`config.mk`:
```
export PLATFORM = sky130hd
export DESIGN_NAME = ssr_supervisor
export DESIGN_NICKNAME = d
export VERILOG_FILES = /design/src/logic/ssr_pkg.sv /design/src/logic/ssr_sync.sv /design/src/logic/ssr_timebase.sv /design/src/logic/ssr_supervisor.sv
export SDC_FILE = /design/constraint.sdc
export NUM_CORES = 1
export LEC_CHECK = 0
export ABC_AREA = 1
export BUFFER_PORTS_ARGS = -buffer_cell sky130_fd_sc_hd__buf_4
export CORE_UTILIZATION = 50
export CTS_BUF_LIST = sky130_fd_sc_hd__clkbuf_4 sky130_fd_sc_hd__clkbuf_8
export CTS_CLUSTER_DIAMETER = 60
export DETAILED_ROUTE_END_ITERATION = 16
export HOLD_SLACK_MARGIN = 0.12
export PLACE_DENSITY = 0.68
export SYNTH_ARGS = -nofsm -noshare
export SYNTH_HDL_FRONTEND = slang
export SYNTH_SLANG_ARGS = --single-unit
```
`constraint.sdc`:
```
create_clock -name clock -period 1.9 [get_ports clock]
set_clock_uncertainty 0.15 [all_clocks]
set_input_delay 0.38 -clock clock [delete_from_list [all_inputs] [get_ports clock]]
set_output_delay 0.38 -clock clock [all_outputs]
set_load 0.02 [all_outputs]
```
`src/logic/ssr_pkg.sv`:
```
// Operation
// - Battery-on high when output runs from battery
// - Power-fail out follows input, low on battery
// - Reset asserts at once on low supply
// - Reset held 50/200 ms after supply recovers (internal timebase)
// - Watchdog timeout gives repeating reset pulses
// - Active-high reset is complement of reset
// - Low-line follows threshold with no hold
// - Low-line low when supply below battery
// - Stuck kick input drives reset and fault
// - Floating kick input disables watchdog
// - Every kick transition restarts the watchdog
// - Fault clears on kick or low-line falling
// - Chip-enable buffered, forced high on low supply
// - Select input chooses internal or external timebase
// - External timing counts fixed clock periods
// - Internal reset time 50 or 200 ms
// - Internal watchdog 1.6 s or 100 ms
// - First timeout after reset is long with internal timebase; external is always 1024 periods
// - Switchover hysteresis 70 mV up, 50 mV down
// - External clock divided by 64
// - Backup mode ignores inputs, fixed outputs
package ssr_pkg;

   // ==========================================
   // Timing
   localparam int CLK_PERIOD_NS = 10;
   localparam int TICK_TIME_US = 1000;
   localparam int TICK_CYCLES = TICK_TIME_US * 1000 / CLK_PERIOD_NS;
   localparam int PCNT_W = 17;
   localparam int EXT_PRESCALE = 64;
   localparam int XCNT_W = 6;

   localparam int RST_MIN_SHORT_MS = 35;
   localparam int RST_MIN_LONG_MS = 140;
   localparam int RST_SHORT_MS = 50;
   localparam int RST_LONG_MS = 200;
   localparam int WD_LONG_MS = 1600;
   localparam int WD_SHORT_MS = 100;

   localparam int RCNT_W = 8;
   localparam int WCNT_W = 11;
   localparam logic [RCNT_W-1:0] RST_SHORT_TICKS =
      RCNT_W'(RST_SHORT_MS * 1000 / TICK_TIME_US);
   localparam logic [RCNT_W-1:0] RST_LONG_TICKS =
      RCNT_W'(RST_LONG_MS * 1000 / TICK_TIME_US);
   localparam logic [WCNT_W-1:0] WD_LONG_TICKS =
      WCNT_W'(WD_LONG_MS * 1000 / TICK_TIME_US);
   localparam logic [WCNT_W-1:0] WD_SHORT_TICKS =
      WCNT_W'(WD_SHORT_MS * 1000 / TICK_TIME_US);

   // Counts of prescaled external periods
   localparam logic [RCNT_W-1:0] EXT_RST_SHORT_TICKS = 8'h10;
   localparam logic [RCNT_W-1:0] EXT_RST_LONG_TICKS = 8'h40;
   localparam logic [WCNT_W-1:0] EXT_WD_TICKS = 11'h400;

   // ==========================================
   // Kick input levels
   typedef enum logic [1:0] {
      KICK_FLOAT = 2'b00,
      KICK_LOW = 2'b01,
      KICK_HIGH = 2'b10
   } ssr_kick_t;

   // ==========================================
   // Carriers
   typedef struct packed {
      logic supplyLow;
      logic battRise;
      logic battHold;
      logic powerFailIn;
      logic kickHigh;
      logic kickLow;
      logic ceInN;
      logic timebaseSelect;
      logic timebaseExtIn;
      logic longVariant;
   } ssr_pins_t;

   typedef struct packed {
      logic batteryOnOut;
      logic powerFailOutN;
      logic resetOutN;
      logic resetOut;
      logic lowLineOutN;
      logic watchdogFaultOutN;
      logic ceOutN;
   } ssr_outs_t;

   typedef struct packed {
      logic battOn;
      logic rstAct;
      logic [RCNT_W-1:0] rstCnt;
      logic [WCNT_W-1:0] wdCnt;
      logic wdFirst;
      ssr_kick_t kickLvl;
      logic wdFault;
      logic lowPrev;
      ssr_outs_t outs;
   } ssr_state_t;

   localparam ssr_outs_t OUTS_BACKUP = '{
      batteryOnOut: 1'b1, powerFailOutN: 1'b0, resetOutN: 1'b0,
      resetOut: 1'b1, lowLineOutN: 1'b0, watchdogFaultOutN: 1'b1,
      ceOutN: 1'b1};

   localparam ssr_state_t STATE_RST = '{
      battOn: 1'b1, rstAct: 1'b1, rstCnt: '0, wdCnt: '0,
      wdFirst: 1'b1, kickLvl: KICK_FLOAT, wdFault: 1'b0,
      lowPrev: 1'b1, outs: OUTS_BACKUP};

endpackage

```
`src/logic/ssr_sync.sv`:
```
`timescale 1ns/1ns
`default_nettype none
module ssr_sync #(
   parameter int WIDTH = 1
) (
   input wire logic clock,
   input wire logic srst,
   input wire logic [WIDTH-1:0] asyncIn,
   output logic [WIDTH-1:0] syncOut
);

   // ==========================================
   // Two-stage synchronizer
   typedef struct packed {
      logic [WIDTH-1:0] meta;
      logic [WIDTH-1:0] stable;
   } ssr_sync_state_t;

   ssr_sync_state_t state_ff;
   ssr_sync_state_t nxt_state;

   always_comb begin
      nxt_state.meta = asyncIn;
      nxt_state.stable = state_ff.meta;
   end

   always_ff @(posedge clock) begin
      if (srst) begin
         state_ff <= '0;
      end else begin
         state_ff <= nxt_state;
      end
   end

   assign syncOut = state_ff.stable;

endmodule
`default_nettype wire

```
`src/logic/ssr_timebase.sv`:
```
`timescale 1ns/1ns
`default_nettype none
module ssr_timebase #(
   parameter int TICK_CYCLES = ssr_pkg::TICK_CYCLES
) (
   input wire logic clock,
   input wire logic srst,
   input wire logic extMode,
   input wire logic extLevel,
   output logic tick
);

   typedef struct packed {
      logic [ssr_pkg::PCNT_W-1:0] divCnt;
      logic [ssr_pkg::XCNT_W-1:0] extCnt;
      logic extPrev;
      logic modePrev;
      logic tick;
   } ssr_tb_state_t;

   ssr_tb_state_t state_ff;
   ssr_tb_state_t nxt_state;

   // ==========================================
   // Internal divider or external edge prescaler
   always_comb begin
      nxt_state = state_ff;
      nxt_state.tick = 1'b0;
      nxt_state.extPrev = extLevel;
      nxt_state.modePrev = extMode;
      if (extMode != state_ff.modePrev) begin
         nxt_state.divCnt = '0;
         nxt_state.extCnt = '0;
      end else if (extMode) begin
         if (extLevel && !state_ff.extPrev) begin
            nxt_state.extCnt = state_ff.extCnt + 1'b1;
            if (state_ff.extCnt ==
                  ssr_pkg::XCNT_W'(ssr_pkg::EXT_PRESCALE - 1)) begin
               nxt_state.tick = 1'b1;
            end
         end
      end else if (state_ff.divCnt ==
            ssr_pkg::PCNT_W'(TICK_CYCLES - 1)) begin
         nxt_state.divCnt = '0;
         nxt_state.tick = 1'b1;
      end else begin
         nxt_state.divCnt = state_ff.divCnt + 1'b1;
      end
   end

   always_ff @(posedge clock) begin
      if (srst) begin
         state_ff <= '0;
      end else begin
         state_ff <= nxt_state;
      end
   end

   assign tick = state_ff.tick;

endmodule
`default_nettype wire

```
`src/logic/ssr_supervisor.sv`:
```
`timescale 1ns/1ns
`default_nettype none
module ssr_supervisor #(
   parameter int TICK_CYCLES = ssr_pkg::TICK_CYCLES
) (
   input wire logic clock,
   input wire logic srst,
   input wire logic supplyLowIn,
   input wire logic battRiseIn,
   input wire logic battHoldIn,
   input wire logic powerFailIn,
   input wire logic watchdogKickInHigh,
   input wire logic watchdogKickInLow,
   input wire logic ceInN,
   input wire logic timebaseSelect,
   input wire logic timebaseExtIn,
   input wire logic longResetVariant,
   output logic batteryOnOut,
   output logic powerFailOutN,
   output logic resetOutN,
   output logic resetOut,
   output logic lowLineOutN,
   output logic watchdogFaultOutN,
   output logic ceOutN
);

   // ==========================================
   // Input synchronization
   ssr_pkg::ssr_pins_t pinsRaw;
   ssr_pkg::ssr_pins_t pins;
   logic tick;
   logic extMode;

   always_comb begin
      pinsRaw.supplyLow = supplyLowIn;
      pinsRaw.battRise = battRiseIn;
      pinsRaw.battHold = battHoldIn;
      pinsRaw.powerFailIn = powerFailIn;
      pinsRaw.kickHigh = watchdogKickInHigh;
      pinsRaw.kickLow = watchdogKickInLow;
      pinsRaw.ceInN = ceInN;
      pinsRaw.timebaseSelect = timebaseSelect;
      pinsRaw.timebaseExtIn = timebaseExtIn;
      pinsRaw.longVariant = longResetVariant;
   end

   ssr_sync #(
      .WIDTH($bits(ssr_pkg::ssr_pins_t))
   ) u_sync (
      .clock(clock),
      .srst(srst),
      .asyncIn(pinsRaw),
      .syncOut(pins)
   );

   // ==========================================
   // Timebase
   assign extMode = !pins.timebaseSelect;

   ssr_timebase #(
      .TICK_CYCLES(TICK_CYCLES)
   ) u_timebase (
      .clock(clock),
      .srst(srst),
      .extMode(extMode),
      .extLevel(pins.timebaseExtIn),
      .tick(tick)
   );

   // ==========================================
   // Period selection
   function automatic logic [ssr_pkg::RCNT_W-1:0] rstLimit(
         input logic ext,
         input logic longVar);
      logic [ssr_pkg::RCNT_W-1:0] lim;
      lim = longVar ? ssr_pkg::RST_LONG_TICKS
                    : ssr_pkg::RST_SHORT_TICKS;
      if (ext) begin
         lim = longVar ? ssr_pkg::EXT_RST_LONG_TICKS
                       : ssr_pkg::EXT_RST_SHORT_TICKS;
      end
      return lim;
   endfunction

   function automatic logic [ssr_pkg::WCNT_W-1:0] wdLimit(
         input logic ext,
         input logic first,
         input logic extLevel);
      logic [ssr_pkg::WCNT_W-1:0] lim;
      lim = extLevel ? ssr_pkg::WD_LONG_TICKS
                     : ssr_pkg::WD_SHORT_TICKS;
      if (ext) begin
         lim = ssr_pkg::EXT_WD_TICKS;
      end
      if (first) begin
         lim = ext ? ssr_pkg::EXT_WD_TICKS
                   : ssr_pkg::WD_LONG_TICKS;
      end
      return lim;
   endfunction

   // ==========================================
   // State
   ssr_pkg::ssr_state_t state_ff;
   ssr_pkg::ssr_state_t nxt_state;

   ssr_pkg::ssr_kick_t kickNow;
   logic lowSupply;
   logic kickEdge;
   logic wdEnable;
   logic lowFall;
   logic [ssr_pkg::RCNT_W-1:0] rstLim;
   logic [ssr_pkg::WCNT_W-1:0] wdLim;

   always_comb begin
      if (pins.kickHigh) begin
         kickNow = ssr_pkg::KICK_HIGH;
      end else if (pins.kickLow) begin
         kickNow = ssr_pkg::KICK_LOW;
      end else begin
         kickNow = ssr_pkg::KICK_FLOAT;
      end
   end

   always_comb begin
      nxt_state = state_ff;
      nxt_state.kickLvl = kickNow;

      // Switchover with hysteresis
      if (state_ff.battOn) begin
         if (pins.battRise) begin
            nxt_state.battOn = 1'b0;
         end
      end else if (!pins.battHold) begin
         nxt_state.battOn = 1'b1;
      end

      lowSupply = pins.supplyLow || state_ff.battOn;
      nxt_state.lowPrev = lowSupply;
      lowFall = lowSupply && !state_ff.lowPrev;

      kickEdge = (kickNow != state_ff.kickLvl) &&
                 (kickNow != ssr_pkg::KICK_FLOAT) &&
                 (state_ff.kickLvl != ssr_pkg::KICK_FLOAT);
      wdEnable = (kickNow != ssr_pkg::KICK_FLOAT) && !lowSupply;

      rstLim = rstLimit(extMode, pins.longVariant);
      wdLim = wdLimit(extMode, state_ff.wdFirst, pins.timebaseExtIn);

      // Reset pulse generator
      if (lowSupply) begin
         nxt_state.rstAct = 1'b1;
         nxt_state.rstCnt = '0;
         nxt_state.wdFirst = 1'b1;
      end else if (state_ff.rstAct && tick) begin
         if (state_ff.rstCnt == rstLim - 1'b1) begin
            nxt_state.rstAct = 1'b0;
         end else begin
            nxt_state.rstCnt = state_ff.rstCnt + 1'b1;
         end
      end

      // Watchdog counter
      if (!wdEnable || state_ff.rstAct) begin
         nxt_state.wdCnt = '0;
      end else if (kickEdge) begin
         nxt_state.wdCnt = '0;
         nxt_state.wdFirst = 1'b0;
      end else if (tick) begin
         if (state_ff.wdCnt == wdLim - 1'b1) begin
            nxt_state.wdCnt = '0;
            nxt_state.wdFault = 1'b1;
            nxt_state.rstAct = 1'b1;
            nxt_state.rstCnt = '0;
            nxt_state.wdFirst = 1'b1;
         end else begin
            nxt_state.wdCnt = state_ff.wdCnt + 1'b1;
         end
      end

      // Fault clear; a timeout never coincides with a kick
      if (kickEdge || lowFall || lowSupply) begin
         nxt_state.wdFault = 1'b0;
      end

      // Registered outputs
      if (nxt_state.battOn) begin
         nxt_state.outs = ssr_pkg::OUTS_BACKUP;
      end else begin
         nxt_state.outs.batteryOnOut = 1'b0;
         nxt_state.outs.powerFailOutN = pins.powerFailIn;
         nxt_state.outs.resetOutN = !nxt_state.rstAct;
         nxt_state.outs.resetOut = nxt_state.rstAct;
         nxt_state.outs.lowLineOutN = !pins.supplyLow;
         nxt_state.outs.watchdogFaultOutN = !nxt_state.wdFault;
         nxt_state.outs.ceOutN = pins.supplyLow ? 1'b1
                                                : pins.ceInN;
      end
      if (nxt_state.battOn) begin
         nxt_state.outs.lowLineOutN = 1'b0;
         nxt_state.outs.powerFailOutN = 1'b0;
         nxt_state.outs.batteryOnOut = 1'b1;
      end
   end

   always_ff @(posedge clock) begin
      if (srst) begin
         state_ff <= ssr_pkg::STATE_RST;
      end else begin
         state_ff <= nxt_state;
      end
   end

   // ==========================================
   // Outputs
   assign batteryOnOut = state_ff.outs.batteryOnOut;
   assign powerFailOutN = state_ff.outs.powerFailOutN;
   assign resetOutN = state_ff.outs.resetOutN;
   assign resetOut = state_ff.outs.resetOut;
   assign lowLineOutN = state_ff.outs.lowLineOutN;
   assign watchdogFaultOutN = state_ff.outs.watchdogFaultOutN;
   assign ceOutN = state_ff.outs.ceOutN;

endmodule
`default_nettype wire

```
# ---- Yosys cells after proc, flatten, opt, wreduce, memory -nomap -nowiden
# Index checks and enable logic that the tools add are counted.
# Widths: inputs -> output; s select.
dict set report classes {
  bitwise 1
  add_sub_neg 6
  reduce_logical 25
  n_eq_ne 6
  mux 37
}
# operator n
set op_table {}
lappend op_table {{$mux 9} 5}
lappend op_table {{$mux 11} 4}
lappend op_table {{$mux 8} 3}
lappend op_table {{$mux 21} 1}
lappend op_table {{$mux 1} 19}
lappend op_table {{$add 17x1->17 const B} 1}
lappend op_table {{$eq 17x17->1 const B} 1}
lappend op_table {{$mux 17} 1}
lappend op_table {{$mux 7} 2}
lappend op_table {{$add 11x1->11 const B} 1}
lappend op_table {{$eq 11x11->1} 1}
lappend op_table {{$sub 11x1->11 const B} 1}
lappend op_table {{$mux 10} 1}
lappend op_table {{$add 8x1->8 const B} 1}
lappend op_table {{$eq 8x8->1} 1}
lappend op_table {{$logic_not 1->1} 8}
lappend op_table {{$sub 8x1->8 const B} 1}
lappend op_table {{$add 6x1->6 const B} 1}
lappend op_table {{$eq 6x6->1 const B} 1}
lappend op_table {{$logic_and 1x1->1} 6}
lappend op_table {{$reduce_or 3->1} 2}
lappend op_table {{$logic_or 1x1->1} 4}
lappend op_table {{$reduce_bool 2->1} 2}
lappend op_table {{$reduce_or 2->1} 2}
lappend op_table {{other kinds (5)} 5}
dict set report word_totals {
  reg_bits 79
  out_inout_bits 7
  wordCells 97
}

# ---- Longest topological paths before layout
# Gate-level depths: netlist of the first run.
dict set report depth {
  word_depth 13
  ltp_mapped 14
}

# ---- Modules after synthesis
# Synthesis of the first run repeated with hierarchy kept, for this count alone.
dict set report unflattened {
  cells_unflattened 498
  hier_area_um2 3616.0
}
# mod seq_area_each_um2 area_each_um2 cells_per_inst n_inst
set by_module_without_submodules {}
lappend by_module_without_submodules {ssr_supervisor 640.6 1762.9 257 1}
lappend by_module_without_submodules {ssr_timebase 520.5 1280.0 179 1}
lappend by_module_without_submodules {ssr_sync 400.4 573.0 62 1}

# ---- Worst setup path after synthesis of the first run
# No wires, ideal clock.
dict set report synth_path {
  path_kind {reg-to-reg}
  from {register u_sync.state_ff (netlist bit u_sync.syncOut[2])}
  to {register state_ff[12] in the netlist's numbering}
  n_path_buf 1
  arrival_ns 1.621
  path_stages_with_launch 11
  path_slack_ns 0.012
  cell_sequence {dfxtp_1 -> buf_6 -> nand3_1 -> ha_1 -> inv_1 -> a211oi_1 -> nand2_1 -> nor2_1 -> nand3_1 -> nand2_2 -> nor2_1}
}
dict set report synth_via {
  elab_chain_len 5
}
# element line_no
set synth_rtl {}
lappend synth_rtl {{from (decl)} ssr_sync.sv:19} ;# ssr_sync_state_t state_ff;
lappend synth_rtl {{from (signal assigned)} ssr_sync.sv:31} ;# state_ff <= nxt_state;
lappend synth_rtl {{$mux 11 or $mux 10 (tied branches)} {ssr_supervisor.sv:92, ssr_supervisor.sv:96}}
lappend synth_rtl {{$mux 11 (*)} ssr_supervisor.sv:95} ;# if (first) begin
lappend synth_rtl {{$sub 11x1->11 (*)} ssr_supervisor.sv:170} ;# if (state_ff.wdCnt == wdLim - 1'b1) begin
lappend synth_rtl {{$eq 11x11->1 (*)} ssr_supervisor.sv:170}
lappend synth_rtl {{$mux 11 (*)} ssr_supervisor.sv:170}
lappend synth_rtl {{to (signal assigned)} ssr_supervisor.sv:208} ;# state_ff <= ssr_pkg::STATE_RST;
lappend synth_rtl {{to (signal assigned)} ssr_supervisor.sv:210} ;# state_ff <= nxt_state;
lappend synth_rtl {{to (decl)} ssr_supervisor.sv:104} ;# ssr_pkg::ssr_state_t state_ff;
# Mark *: on every way between the ends. The rest lies on a longest branch, timed or not.
# A chain may end at the register's enable or synchronous reset.

# ---- Worst setup path in the final report of the first run
dict set report layout_path {
  from {register u_sync.state_ff (netlist bit u_sync.syncOut[2])}
  to {register state_ff[21] in the netlist's numbering}
}
# Same word-level chain as after synthesis.

==> results of run 1 <==
==> layout by cell type (no fill, tap or decap), types with 8 or more instances in the layout <==
cell,n
sky130_fd_sc_hd__a21oi_1,15
sky130_fd_sc_hd__buf_4,23
sky130_fd_sc_hd__nand4_1,14
sky130_fd_sc_hd__nand3_1,24
sky130_fd_sc_hd__xor2_1,14
sky130_fd_sc_hd__nand2_2,8
sky130_fd_sc_hd__inv_1,76
sky130_fd_sc_hd__clkbuf_8,9
sky130_fd_sc_hd__nor3_1,13
sky130_fd_sc_hd__nand2_1,82
sky130_fd_sc_hd__dlygate4sd3_1,10
sky130_fd_sc_hd__nor2_2,8
sky130_fd_sc_hd__dfxtp_1,75
sky130_fd_sc_hd__nor2_1,82
==> timing repair <==
item	4_1_cts	5_1_grt
pin swaps	0	14
cloned	1	0
resized for setup	5	35
endpoints found under the setup margin	10	36
hold endpoints to repair	10	0
buffers inserted	0	1
hold buffers	10	0
==> power by group through the flow <==
stage	Sequential (W)	Clock, W	Combinational [W]
2_1_floorplan	0.00171	0	0.0000776
3_3_place_gp	0.00171	0	0.000117
3_5_place_dp	0.00171	0	0.000120
4_1_cts	0.00167	0.00135	0.000137
5_1_grt	0.00167	0.00142	0.000162
6_report	0.00167	0.00132	0.000144
==> cell type report <==
type | instances | area (um2) | area share
Timing Repair Buffer | 36 | 306.5 | 0.07223
Clock buffer | 9 | 123.9 | 0.02919
Inverter | 82 | 310.3 | 0.07311
Tap cell | 96 | 120.1 | 0.02830
Multi-Input combinational cell | 311 | 1728 | 0.4071
Clock inverter | 7 | 87.58 | 0.02064
Sequential cell | 78 | 1568 | 0.3694
==> registers in the layout, indices dropped and copies added, names as in the netlist <==
register,count
u_timebase.tick,1
state_ff,25
u_sync.nxt_state,10
powerFailOutN,1
u_timebase.state_ff,25
resetOutN,1
watchdogFaultOutN,1
resetOut,1
batteryOnOut,1
lowLineOutN,1
u_sync.syncOut,10
ceOutN,1
==> worst max-delay path by stage <==
stage | start | to | slack, ps | cells past startpoint
floorplan | u_sync.syncOut[2]$_SDFF_PP0_ | state_ff[12]$_SDFFE_PP0P_ | 10 | 10
global placement | u_sync.syncOut[2]$_SDFF_PP0_ | state_ff[15]$_SDFFE_PP0P_ | 30 | 11
detailed placement | u_sync.syncOut[2]$_SDFF_PP0_ | state_ff[18]$_SDFFE_PP0P_ | -50 | 11
CTS | u_sync.syncOut[2]$_SDFF_PP0_ | state_ff[21]$_SDFFE_PP0P_ | 20 | 11
global route | u_sync.syncOut[2]$_SDFF_PP0_ | state_ff[18]$_SDFFE_PP0P_ | -100 | 10
finish | u_sync.syncOut[2]$_SDFF_PP0_ | state_ff[21]$_SDFFE_PP0P_ | 20 | 11
==> layer usage <==
layer | global-route usage | up-vias | wire, um
li1 | - | 1560 | -
met1 | 0.2411 | 1343 | 3262
met4 | 0.08030 | 0 | 70
met2 | 0.3265 | 37 | 3157
met3 | 0.05005 | 7 | 212
met5 | 0 | - | 0
==> metrics by stage <==
stage / cell area, um2 / setup slack [ps] / hold slack [ps] / util
2_1_floorplan: 3515 / 12.18 / 236.6 / -
3_3_place_gp: 3772 / 33.84 / 238.2 / 0.5552
3_5_place_dp: 3772 / -48.03 / 242.2 / 0.5552
4_1_cts: 4111 / 23.87 / 228.3 / 0.6052
5_1_grt: 4244 / -98.52 / 240.9 / 0.6247
6_report: 4244 / 24.35 / 244.5 / 0.6247
==> logic make-up (layout without fill, tap and decap cells) <==
group | count (synthesis) | after routing | share of synthesized area
AND/OR/NAND/NOR | 252 | 253 | 0.3257
buffers and inverters | 90 | 134 | 0.1047
flip-flops | 78 | 78 | 0.4443
AO/OA/AOI/OAI | 29 | 29 | 0.04379
XOR/XNOR | 19 | 19 | 0.04735
adder cells (fa/ha/maj) | 8 | 8 | 0.02848
multiplexers | 2 | 2 | 0.005696
==> results.py, run 1 <==
metrics = {
    "die": {
        "rows": 30,
        "initial_utilization": 0.5173,
        "core_um2": 6794,
        "fp.dieH_um": 85.84,
        "ioPinCount": 19,
        "dieArea_um2": 7369,
        "width_of_the_die_um": 85.84,
    },
    "power_and_ir_drop": {
        "p_total_w": 0.003133,
        "pwr-share-comb": 0.046,
        "clock_power_share": 0.421,
        "p_seq_frac": 0.533,
        "cellPowerDensity_nw_per_um2": 738.2,
        "worst_voltage_drop_across_the_vdd_grid_v": 0.0005185,
        "net-switching-power_w": 0.0007665,
        "sw_frac_of_total": 0.2447,
        "intPower_w": 0.002366,
        "p_leak_nw": 1.674,
    },
    "grt": {
        "grt_util_all_layers": 0.1956,
        "first_pass_grt_wire_length_mm": 11.43,
        "first_global_vias": 2707,
        "grt.overflow.total": 0,
        "pin_count_of_the_biggest_net_entering_global_routing": 31,
        "antenna_found_initial": 0,
    },
    "sta": {
        "slew_violations": 0,
        "period_minus_ws_final_ps": 1876,
        "setup_viol_count_final": 0,
        "relSlewSlack": 0.6381,
        "finalHoldViolations": 0,
        "grt_setup_unrepaired": "true",
        "tightest_slew_ps": 539.9,
        "final_min_period_over_clock_period": 0.9872,
        "max_freq_mhz": 533.1,
        "fin_setup_tns_ps": 0,
    },
    "outcome": {
        "status": "complete, no violations",
    },
    "place": {
        "hpwlAfterDp_mm": 4.605,
        "global_placement_routability_congestion": 0.8279,
        "place.detailed.instances": 592,
        "port_buffers": 18,
    },
    "drt": {
        "vias_per_cell": 4.761,
        "remaining_number_of_nets_flagged_by_the_antenna_check_after_routing": 0,
        "finalWirelength_mm": 6.703,
        "routed-via-count": 2947,
        "starting_drt_drc_count": 114,
        "number_of_detailed_route_iterations_in_the_first_pass": 4,
        "drcViolationCount": 0,
        "drt-wirelength-per-cell_um": 10.83,
    },
    "yosys": {
        "synth.avg_cell_area_um2": 7.353,
        "yosys.area.top_type_share": 0.4443,
        "synthMostInstantiatedCell": "sky130_fd_sc_hd__nand2_1",
        "synth_async_sr_flop_share": 0,
        "ys_seq_area_frac": 0.4443,
        "synth_area_leaders": "sky130_fd_sc_hd__dfxtp_1 (44%), sky130_fd_sc_hd__nand2_1 (9.3%), sky130_fd_sc_hd__nor2_1 (9.2%), sky130_fd_sc_hd__inv_1 (8.4%), sky130_fd_sc_hd__nand3_1 (3.8%)",
        "synth_enable_flop_cells": 0,
        "ys_types": 33,
        "yosys_warnings": 0,
        "cell_count_after_synthesis": 478,
        "ys.flop_type": "sky130_fd_sc_hd__dfxtp_1",
        "synth.cell_area_um2": 3515,
        "yosys-top-cells-count": "sky130_fd_sc_hd__nand2_1 (87), sky130_fd_sc_hd__nor2_1 (86), sky130_fd_sc_hd__inv_1 (79), sky130_fd_sc_hd__dfxtp_1 (78), sky130_fd_sc_hd__nand3_1 (27)",
        "post-synth-top-area-cell": "sky130_fd_sc_hd__dfxtp_1",
        "synth_seq_cells": 78,
        "syn-num-nets": 498,
    },
    "cts": {
        "cts_tree": "built",
        "clock_transition_at_path_regs_ps": 90,
        "clk_latency_worst_skew_pair_ps": 350,
        "clockRootBuffer": "sky130_fd_sc_hd__clkbuf_8",
        "cts.sink_count": 78,
        "cts.htree.levels": 3,
        "number_of_buffers_created_by_cts": 9,
        "max-clock-path-buffers": 2,
    },
    "worst_setup_path": {
        "worst-r2r-setup-slack_ps": 20,
        "critical_path.max_stage_delay_ps": 370,
        "path_common_cell": "sky130_fd_sc_hd__nand2_2",
        "crit_chain": "buf_6, inv_4, ha_4, nand2_2, nand2_2, a211oi_2, nand2_1, nor2_2, nand3_4, nand2_4, nor2_1",
        "r2r_start": "u_sync.syncOut[2]$_SDFF_PP0_",
        "worst-path-max-fanout": 5,
        "worstPathArrival_ps": 1980,
        "worst_path_max_delay_cell": "sky130_fd_sc_hd__dfxtp_4",
        "crit-reg2reg-capture": "state_ff[21]$_SDFFE_PP0P_",
        "timing.critical_path.buf_inv": 2,
        "r2r_cells": 11,
        "setup.worst_path.start_class": "register",
        "timing.setup.critical_path_class": "register to register",
        "worst-endpoint-required_ps": 2000,
        "crit_family": "simple AND/OR/NAND/NOR gates",
        "cp-end-kind": "register",
    },
    "cells_and_area": {
        "antennaDiodeCount": 0,
        "fillerInstances": 598,
        "layout-drive-gt1-share": 0.1778,
        "area_delta_synth_final_pct": 20.75,
        "net_count_reported_at_finish": 538,
        "post_layout_nonfiller_instances": 619,
    },
    "min_path": {
        "hold_path_class": "input pin to register",
        "hold_path_startpoint": "srst",
        "min_delay_worst_endpoint": "u_sync.syncOut[9]$_SDFF_PP0_",
        "cells_on_worst_hold_path": 2,
    },
    "job": {
        "max_cap_violations": 0,
    },
}
No activity file was read; power rests on OpenSTA's default activity.
==> inputs of run 2 (changes only) <==
--- a/config.mk
+++ b/config.mk
@@ -12,6 +12,7 @@
 export CTS_CLUSTER_DIAMETER = 60
 export DETAILED_ROUTE_END_ITERATION = 16
 export HOLD_SLACK_MARGIN = 0.12
+export MAX_ROUTING_LAYER = met4
 export PLACE_DENSITY = 0.68
 export SYNTH_ARGS = -nofsm -noshare
 export SYNTH_HDL_FRONTEND = slang
==> run 2 against run 1 <==
Against the previous run:
- hold slack gained 2.6 ps
- cell area is the same
- core utilization is the same
- worst setup slack gained 0.66 ps
- die area is the same
- maximum frequency is essentially flat
- critical path depth is the same
- via count shrank 0.48%
- sequential share of layout area is the same
- first-iteration DRC count grew 24%
- critical endpoint unchanged
- largest cell class unchanged
- highest routed layer unchanged
==> results.py, run 2 (synthesis results as in run 1) <==
metrics = {
    "outcome": {
        "status": "complete, no violations",
    },
    "cells_and_area": {
        "most-common-layout-cells": "sky130_fd_sc_hd__nand2_1 (82), sky130_fd_sc_hd__nor2_1 (82), sky130_fd_sc_hd__inv_1 (76)",
        "net_count_reported_at_finish": 538,
        "layout-drive-gt1-share": 0.1778,
        "utilization": 0.6247,
        "area_delta_synth_final_pct": 20.75,
        "post_layout_nonfiller_instances": 619,
        "antennaDiodeCount": 0,
        "layout_top_registers": "state_ff x25, u_timebase.state_ff x25",
    },
    "drt": {
        "starting_drt_drc_count": 141,
        "routed-via-count": 2933,
        "finalWirelength_mm": 6.658,
        "remaining_number_of_nets_flagged_by_the_antenna_check_after_routing": 0,
        "drcViolationCount": 0,
        "drt-wirelength-per-cell_um": 10.76,
        "number_of_detailed_route_iterations_in_the_first_pass": 4,
        "vias_per_cell": 4.738,
    },
    "place": {
        "detailedPlace.worstSlack_ps": -48.03,
        "place.detailed.instances": 592,
        "hpwlAfterDp_mm": 4.605,
        "global_placement_routability_congestion": 0.8405,
        "port_buffers": 18,
    },
    "cts": {
        "number_of_buffers_created_by_cts": 9,
        "cts.sink_count": 78,
        "clock_transition_at_path_regs_ps": 90,
        "clk_latency_worst_skew_pair_ps": 350,
        "max-clock-path-buffers": 2,
        "clockRootBuffer": "sky130_fd_sc_hd__clkbuf_8",
        "cts_tree": "built",
        "cts.htree.levels": 3,
    },
    "job": {
        "max_cap_violations": 0,
    },
    "worst_setup_path": {
        "worst-endpoint-required_ps": 2000,
        "setup.worst_path.start_class": "register",
        "r2r_cells": 11,
        "worst-path-max-fanout": 5,
        "cp-end-kind": "register",
        "timing.setup.critical_path_class": "register to register",
        "worst-r2r-setup-slack_ps": 30,
        "r2r_start": "u_sync.syncOut[2]$_SDFF_PP0_",
        "crit-reg2reg-capture": "state_ff[21]$_SDFFE_PP0P_",
        "worstPathArrival_ps": 1970,
    },
    "sta": {
        "post-route-worst-setup-slack_ps": 25.00,
        "fin_setup_tns_ps": 0,
        "grt_setup_unrepaired": "true",
        "tightest_slew_ps": 538.5,
        "max_freq_mhz": 533.3,
        "slew_violations": 0,
        "setup_viol_count_final": 0,
        "relSlewSlack": 0.6390,
        "period_minus_ws_final_ps": 1875,
        "final_min_period_over_clock_period": 0.9868,
        "finalHoldViolations": 0,
    },
    "power_and_ir_drop": {
        "worst_voltage_drop_across_the_vdd_grid_v": 0.0005179,
        "cellPowerDensity_nw_per_um2": 737.4,
        "p_leak_nw": 1.674,
    },
    "min_path": {
        "min_delay_worst_endpoint": "u_sync.syncOut[9]$_SDFF_PP0_",
        "cells_on_worst_hold_path": 2,
        "hold_path_class": "input pin to register",
        "hold_path_startpoint": "srst",
    },
    "die": {
        "dieArea_um2": 7369,
        "core_um2": 6794,
        "width_of_the_die_um": 85.84,
        "fp.dieH_um": 85.84,
        "rows": 30,
        "initial_utilization": 0.5173,
        "ioPinCount": 19,
    },
    "grt": {
        "grt.overflow.total": 0,
        "grt_util_all_layers": 0.2021,
        "pin_count_of_the_biggest_net_entering_global_routing": 31,
        "antenna_found_initial": 0,
        "first_global_vias": 2704,
        "first_pass_grt_wire_length_mm": 11.43,
    },
}
==> run 2: power by group <==
group	internal, W	leakage (nW)	total (W)	switching, W
logic	0.0000655	0.931	0.000143	0.0000778
clock network	0.000641	0.109	0.00132	0.000674
registers	0.00166	0.634	0.00167	0.0000110
total	0.00237	1.67	0.00313	0.000763
==> run 2: cell type report <==
type | count | area, um2
fill | 598 | 2550
timing repair buffer | 36 | 306.5
clock buffer | 9 | 123.9
inverter | 82 | 310.3
clock inverter | 7 | 87.58
multi-input combinational | 311 | 1728
tap | 96 | 120.1
sequential | 78 | 1568
==> run 2: timing repair <==
item,CTS,global route
buffers inserted,0,1
hold buffers,10,0
endpoints found under the setup margin,10,36
resized for setup,5,35
gates cloned,1,0
hold endpoints to repair,10,0
pin swaps,0,14
==> run 2: worst max path at each step <==
stage / start / to / slack, ps / depth (start not counted)
floorplan: u_sync.syncOut[2]$_SDFF_PP0_ / state_ff[12]$_SDFFE_PP0P_ / 10 / 10
global placement: u_sync.syncOut[2]$_SDFF_PP0_ / state_ff[15]$_SDFFE_PP0P_ / 30 / 11
detailed placement: u_sync.syncOut[2]$_SDFF_PP0_ / state_ff[18]$_SDFFE_PP0P_ / -50 / 11
CTS: u_sync.syncOut[2]$_SDFF_PP0_ / state_ff[21]$_SDFFE_PP0P_ / 20 / 11
global route: u_sync.syncOut[2]$_SDFF_PP0_ / state_ff[18]$_SDFFE_PP0P_ / -100 / 10
finish: u_sync.syncOut[2]$_SDFF_PP0_ / state_ff[21]$_SDFFE_PP0P_ / 30 / 11
==> run 2: worst max-delay path, cell delays in order (launching register included) <==
cell and delay (ps):
sky130_fd_sc_hd__dfxtp_4 370, sky130_fd_sc_hd__buf_6 120, sky130_fd_sc_hd__inv_4 50, sky130_fd_sc_hd__ha_4 200, sky130_fd_sc_hd__nand2_2 70, sky130_fd_sc_hd__nand2_2 50, sky130_fd_sc_hd__a211oi_2 210, sky130_fd_sc_hd__nand2_1 90
sky130_fd_sc_hd__nor2_2 150, sky130_fd_sc_hd__nand3_4 120, sky130_fd_sc_hd__nand2_4 140, sky130_fd_sc_hd__nor2_1 50
==> run 2: stage by stage <==
stage / hold slack, ps / cell area [um2] / total power (W)
global route: 238.3 / 4244 / 0.003261
detailed placement: 242.2 / 3772 / 0.001829
floorplan: 236.6 / 3515 / 0.001787
CTS: 228.3 / 4111 / 0.003162
finish: 247.1 / 4244 / 0.003130
global placement: 238.2 / 3772 / 0.001825
==> run 2: layer usage <==
metal	routed length [um]	track usage	share of wire
met5	0	-	0
met4	57	0.08030	0.0086
met1	3271	0.2411	0.49
met3	175	0.05294	0.026
met2	3153	0.3265	0.47
==> inputs of run 3 (changes only) <==
--- a/config.mk
+++ b/config.mk
@@ -13,7 +13,7 @@
 export DETAILED_ROUTE_END_ITERATION = 16
 export HOLD_SLACK_MARGIN = 0.12
 export MAX_ROUTING_LAYER = met4
-export PLACE_DENSITY = 0.68
+export PLACE_DENSITY = 0.65
 export SYNTH_ARGS = -nofsm -noshare
 export SYNTH_HDL_FRONTEND = slang
 export SYNTH_SLANG_ARGS = --single-unit
==> constraint.sdc (replaced) <==
create_clock -name clock -period 2.41 [get_ports clock]
set_clock_uncertainty 0.15 [all_clocks]
set_input_delay 0.482 -clock clock [delete_from_list [all_inputs] [get_ports clock]]
set_output_delay 0.482 -clock clock [all_outputs]
set_load 0.02 [all_outputs]
==> run 3 against run 2 <==
Against the previous run:
- critical endpoint is now state_ff[14]$_SDFFE_PP0P_
- clock power is 30% lower
- combinational power is 38% lower
- first-iteration DRC count is 13% lower
- critical path type unchanged
- total power is 25% lower
- critical path depth is 1 lower
- die area stayed put
- worst setup slack better by 300 ps
- sequential power is 21% lower
- register-to-register slack better by 300 ps
- hold slack worse by 70 ps
- cell count is 2.9% lower
- core utilization is 5.0 points lower
==> results.py, run 3 (synthesis results as in run 1) <==
metrics = {
    "worst_setup_path": {
        "path_common_cell": "sky130_fd_sc_hd__nand2_1",
        "crit_chain": "nand3_1, ha_1, nand2_1, nand2_1, a211oi_1, nand2_1, nor2_1, nand3_1, nand2_2, nor2_1",
        "worst_path_max_delay_cell": "sky130_fd_sc_hd__dfxtp_1",
        "cp-end-kind": "register",
        "worst-path-max-fanout": 10,
        "setup.worst_path.start_class": "register",
        "critical_path.max_stage_delay_ps": 470,
        "worstPathArrival_ps": 2180,
        "timing.setup.critical_path_class": "register to register",
        "worst-endpoint-required_ps": 2500,
    },
    "cells_and_area": {
        "most-common-layout-cells": "sky130_fd_sc_hd__nand2_1 (87), sky130_fd_sc_hd__nor2_1 (86), sky130_fd_sc_hd__inv_1 (79)",
        "net_count_reported_at_finish": 520,
        "layout-drive-gt1-share": 0.1149,
        "post_layout_nonfiller_instances": 601,
        "final_design_area_no_fill_um2": 3905,
        "antennaDiodeCount": 0,
        "layout_top_registers": "state_ff x25, u_timebase.state_ff x25",
        "utilization": 0.5748,
        "fillerInstances": 658,
        "layout.cells.most_common": "sky130_fd_sc_hd__nand2_1",
        "area_delta_synth_final_pct": 11.11,
    },
    "outcome": {
        "status": "complete, no violations",
    },
    "die": {
        "ioPinCount": 19,
        "dieArea_um2": 7369,
        "initial_utilization": 0.5173,
        "fp.dieH_um": 85.84,
        "width_of_the_die_um": 85.84,
        "core_um2": 6794,
        "rows": 30,
    },
    "cts": {
        "postCtsSetupBuffers": 0,
        "cts.htree.levels": 3,
        "ctsResizeCount": 0,
        "max-clock-path-buffers": 2,
        "cts.sink_count": 78,
        "clk_latency_worst_skew_pair_ps": 350,
        "cts_tree": "built",
        "postCtsHoldBufs": 0,
        "number_of_buffers_created_by_cts": 9,
        "clock_transition_at_path_regs_ps": 90,
        "clockRootBuffer": "sky130_fd_sc_hd__clkbuf_8",
    },
    "sta": {
        "slew_violations": 0,
        "post-route-worst-setup-slack_ps": 322.4,
        "tightest_slew_ps": 381.0,
        "finalHoldViolations": 0,
        "relSlewSlack": 0.7451,
        "grt_setup_unrepaired": "false",
        "setup_viol_count_final": 0,
        "period_minus_ws_final_ps": 2088,
        "max_freq_mhz": 479.0,
        "final_min_period_over_clock_period": 0.8662,
        "fin_setup_tns_ps": 0,
    },
    "place": {
        "port_buffers": 18,
        "detailedPlace.worstSlack_ps": 367.6,
        "hpwlAfterDp_mm": 4.455,
        "placedInstanceArea_um2": 3720,
        "global_placement_routability_congestion": 0.8449,
        "place.detailed.instances": 585,
    },
    "drt": {
        "detailroute.wirelength.met3_um": 156,
        "highest_routed_layer": "met4",
        "routed-via-count": 2788,
        "remaining_number_of_nets_flagged_by_the_antenna_check_after_routing": 0,
        "drt-wirelength-per-cell_um": 10.12,
        "drcViolationCount": 0,
        "met1_length_mm": 3.142,
        "route.met2.wl_mm": 2.718,
        "number_of_detailed_route_iterations_in_the_first_pass": 4,
        "finalWirelength_mm": 6.085,
        "vias_per_cell": 4.639,
        "starting_drt_drc_count": 122,
    },
    "power_and_ir_drop": {
        "net-switching-power_w": 0.0005930,
        "p_seq_frac": 0.565,
        "p_leak_nw": 1.554,
        "clock_power_share": 0.397,
        "worst_voltage_drop_across_the_vdd_grid_v": 0.0003736,
        "cellPowerDensity_nw_per_um2": 597.1,
        "sw_frac_of_total": 0.2543,
        "intPower_w": 0.001739,
        "pwr-share-comb": 0.038,
    },
    "min_path": {
        "hold_path_class": "input pin to register",
    },
    "grt": {
        "antenna_found_initial": 0,
        "grt.overflow.total": 0,
        "first_pass_grt_wire_length_mm": 10.81,
        "grt_util_all_layers": 0.1903,
        "pin_count_of_the_biggest_net_entering_global_routing": 31,
        "first_global_vias": 2589,
    },
    "job": {
        "max_cap_violations": 0,
    },
}
-- run 3: cell types whose count changed in the layout (fill, tap and decap cells not counted), moves of 4 or more --
| cell | change |
|---|---|
| sky130_fd_sc_hd__nand2_1 | +5 |
| sky130_fd_sc_hd__nand2_4 | -4 |
| sky130_fd_sc_hd__nor2_1 | +4 |
| sky130_fd_sc_hd__dlygate4sd3_1 | -10 |
| sky130_fd_sc_hd__buf_4 | -4 |
-- run 3: area by class of cell --
cell class / count / area (um2) / share of cell area
multi-input combinational: 310 / 1585 / 0.4060
clock inverter: 7 / 61.31 / 0.01570
tap: 96 / 120.1 / 0.03076
sequential: 78 / 1562 / 0.3999
inverter: 82 / 310.3 / 0.07946
clock buffer: 9 / 123.9 / 0.03172
timing repair buffer: 19 / 142.6 / 0.03653
-- run 3: final timing paths --
kind                                                startpoint                        endpoint  slack [ps]  cells past startpoint
worst max-delay path              u_sync.syncOut[2]$_SDFF_PP0_       state_ff[14]$_SDFFE_PP0P_         320                     10
worst min-delay path                                battRiseIn  u_sync.nxt_state[8]$_SDFF_PP0_         180                      3
worst max register to register    u_sync.syncOut[2]$_SDFF_PP0_       state_ff[14]$_SDFFE_PP0P_         320                     10
worst min register to register  u_sync.nxt_state[4]$_SDFF_PP0_    u_sync.syncOut[4]$_SDFF_PP0_         250                      2
-- run 3: metal layers --
layer / vias to the layer above / track usage
li1: 1520 / -
met1: 1230 / 0.2429
met2: 32 / 0.2931
met3: 6 / 0.04042
met4: 0 / 0.08030
met5: - / -
-- run 3: stage by stage --
stage	hold WS, ps	total power, W
finish	177.1	0.002332
global route	152.8	0.002451
CTS	161.7	0.002371
floorplan	236.6	0.001409
global placement	238.8	0.001435
detailed placement	243.2	0.001437
-- run 3: critical path, delay by kind of cell, from the launching register on --
kind | cells | cell delay (ps)
AO/OA/AOI/OAI | 1 | 210
flip-flops | 1 | 470
adder cells (fa/ha/maj) | 1 | 330
AND/OR/NAND/NOR | 8 | 820
-- run 3: power groups by stage --
stage	clock network (W)	logic, W	registers (W)
2_1_floorplan	0	0.0000612	0.00135
3_3_place_gp	0	0.0000877	0.00135
3_5_place_dp	0	0.0000894	0.00135
4_1_cts	0.000964	0.0000894	0.00132
5_1_grt	0.00103	0.000102	0.00132
6_report	0.000926	0.0000883	0.00132
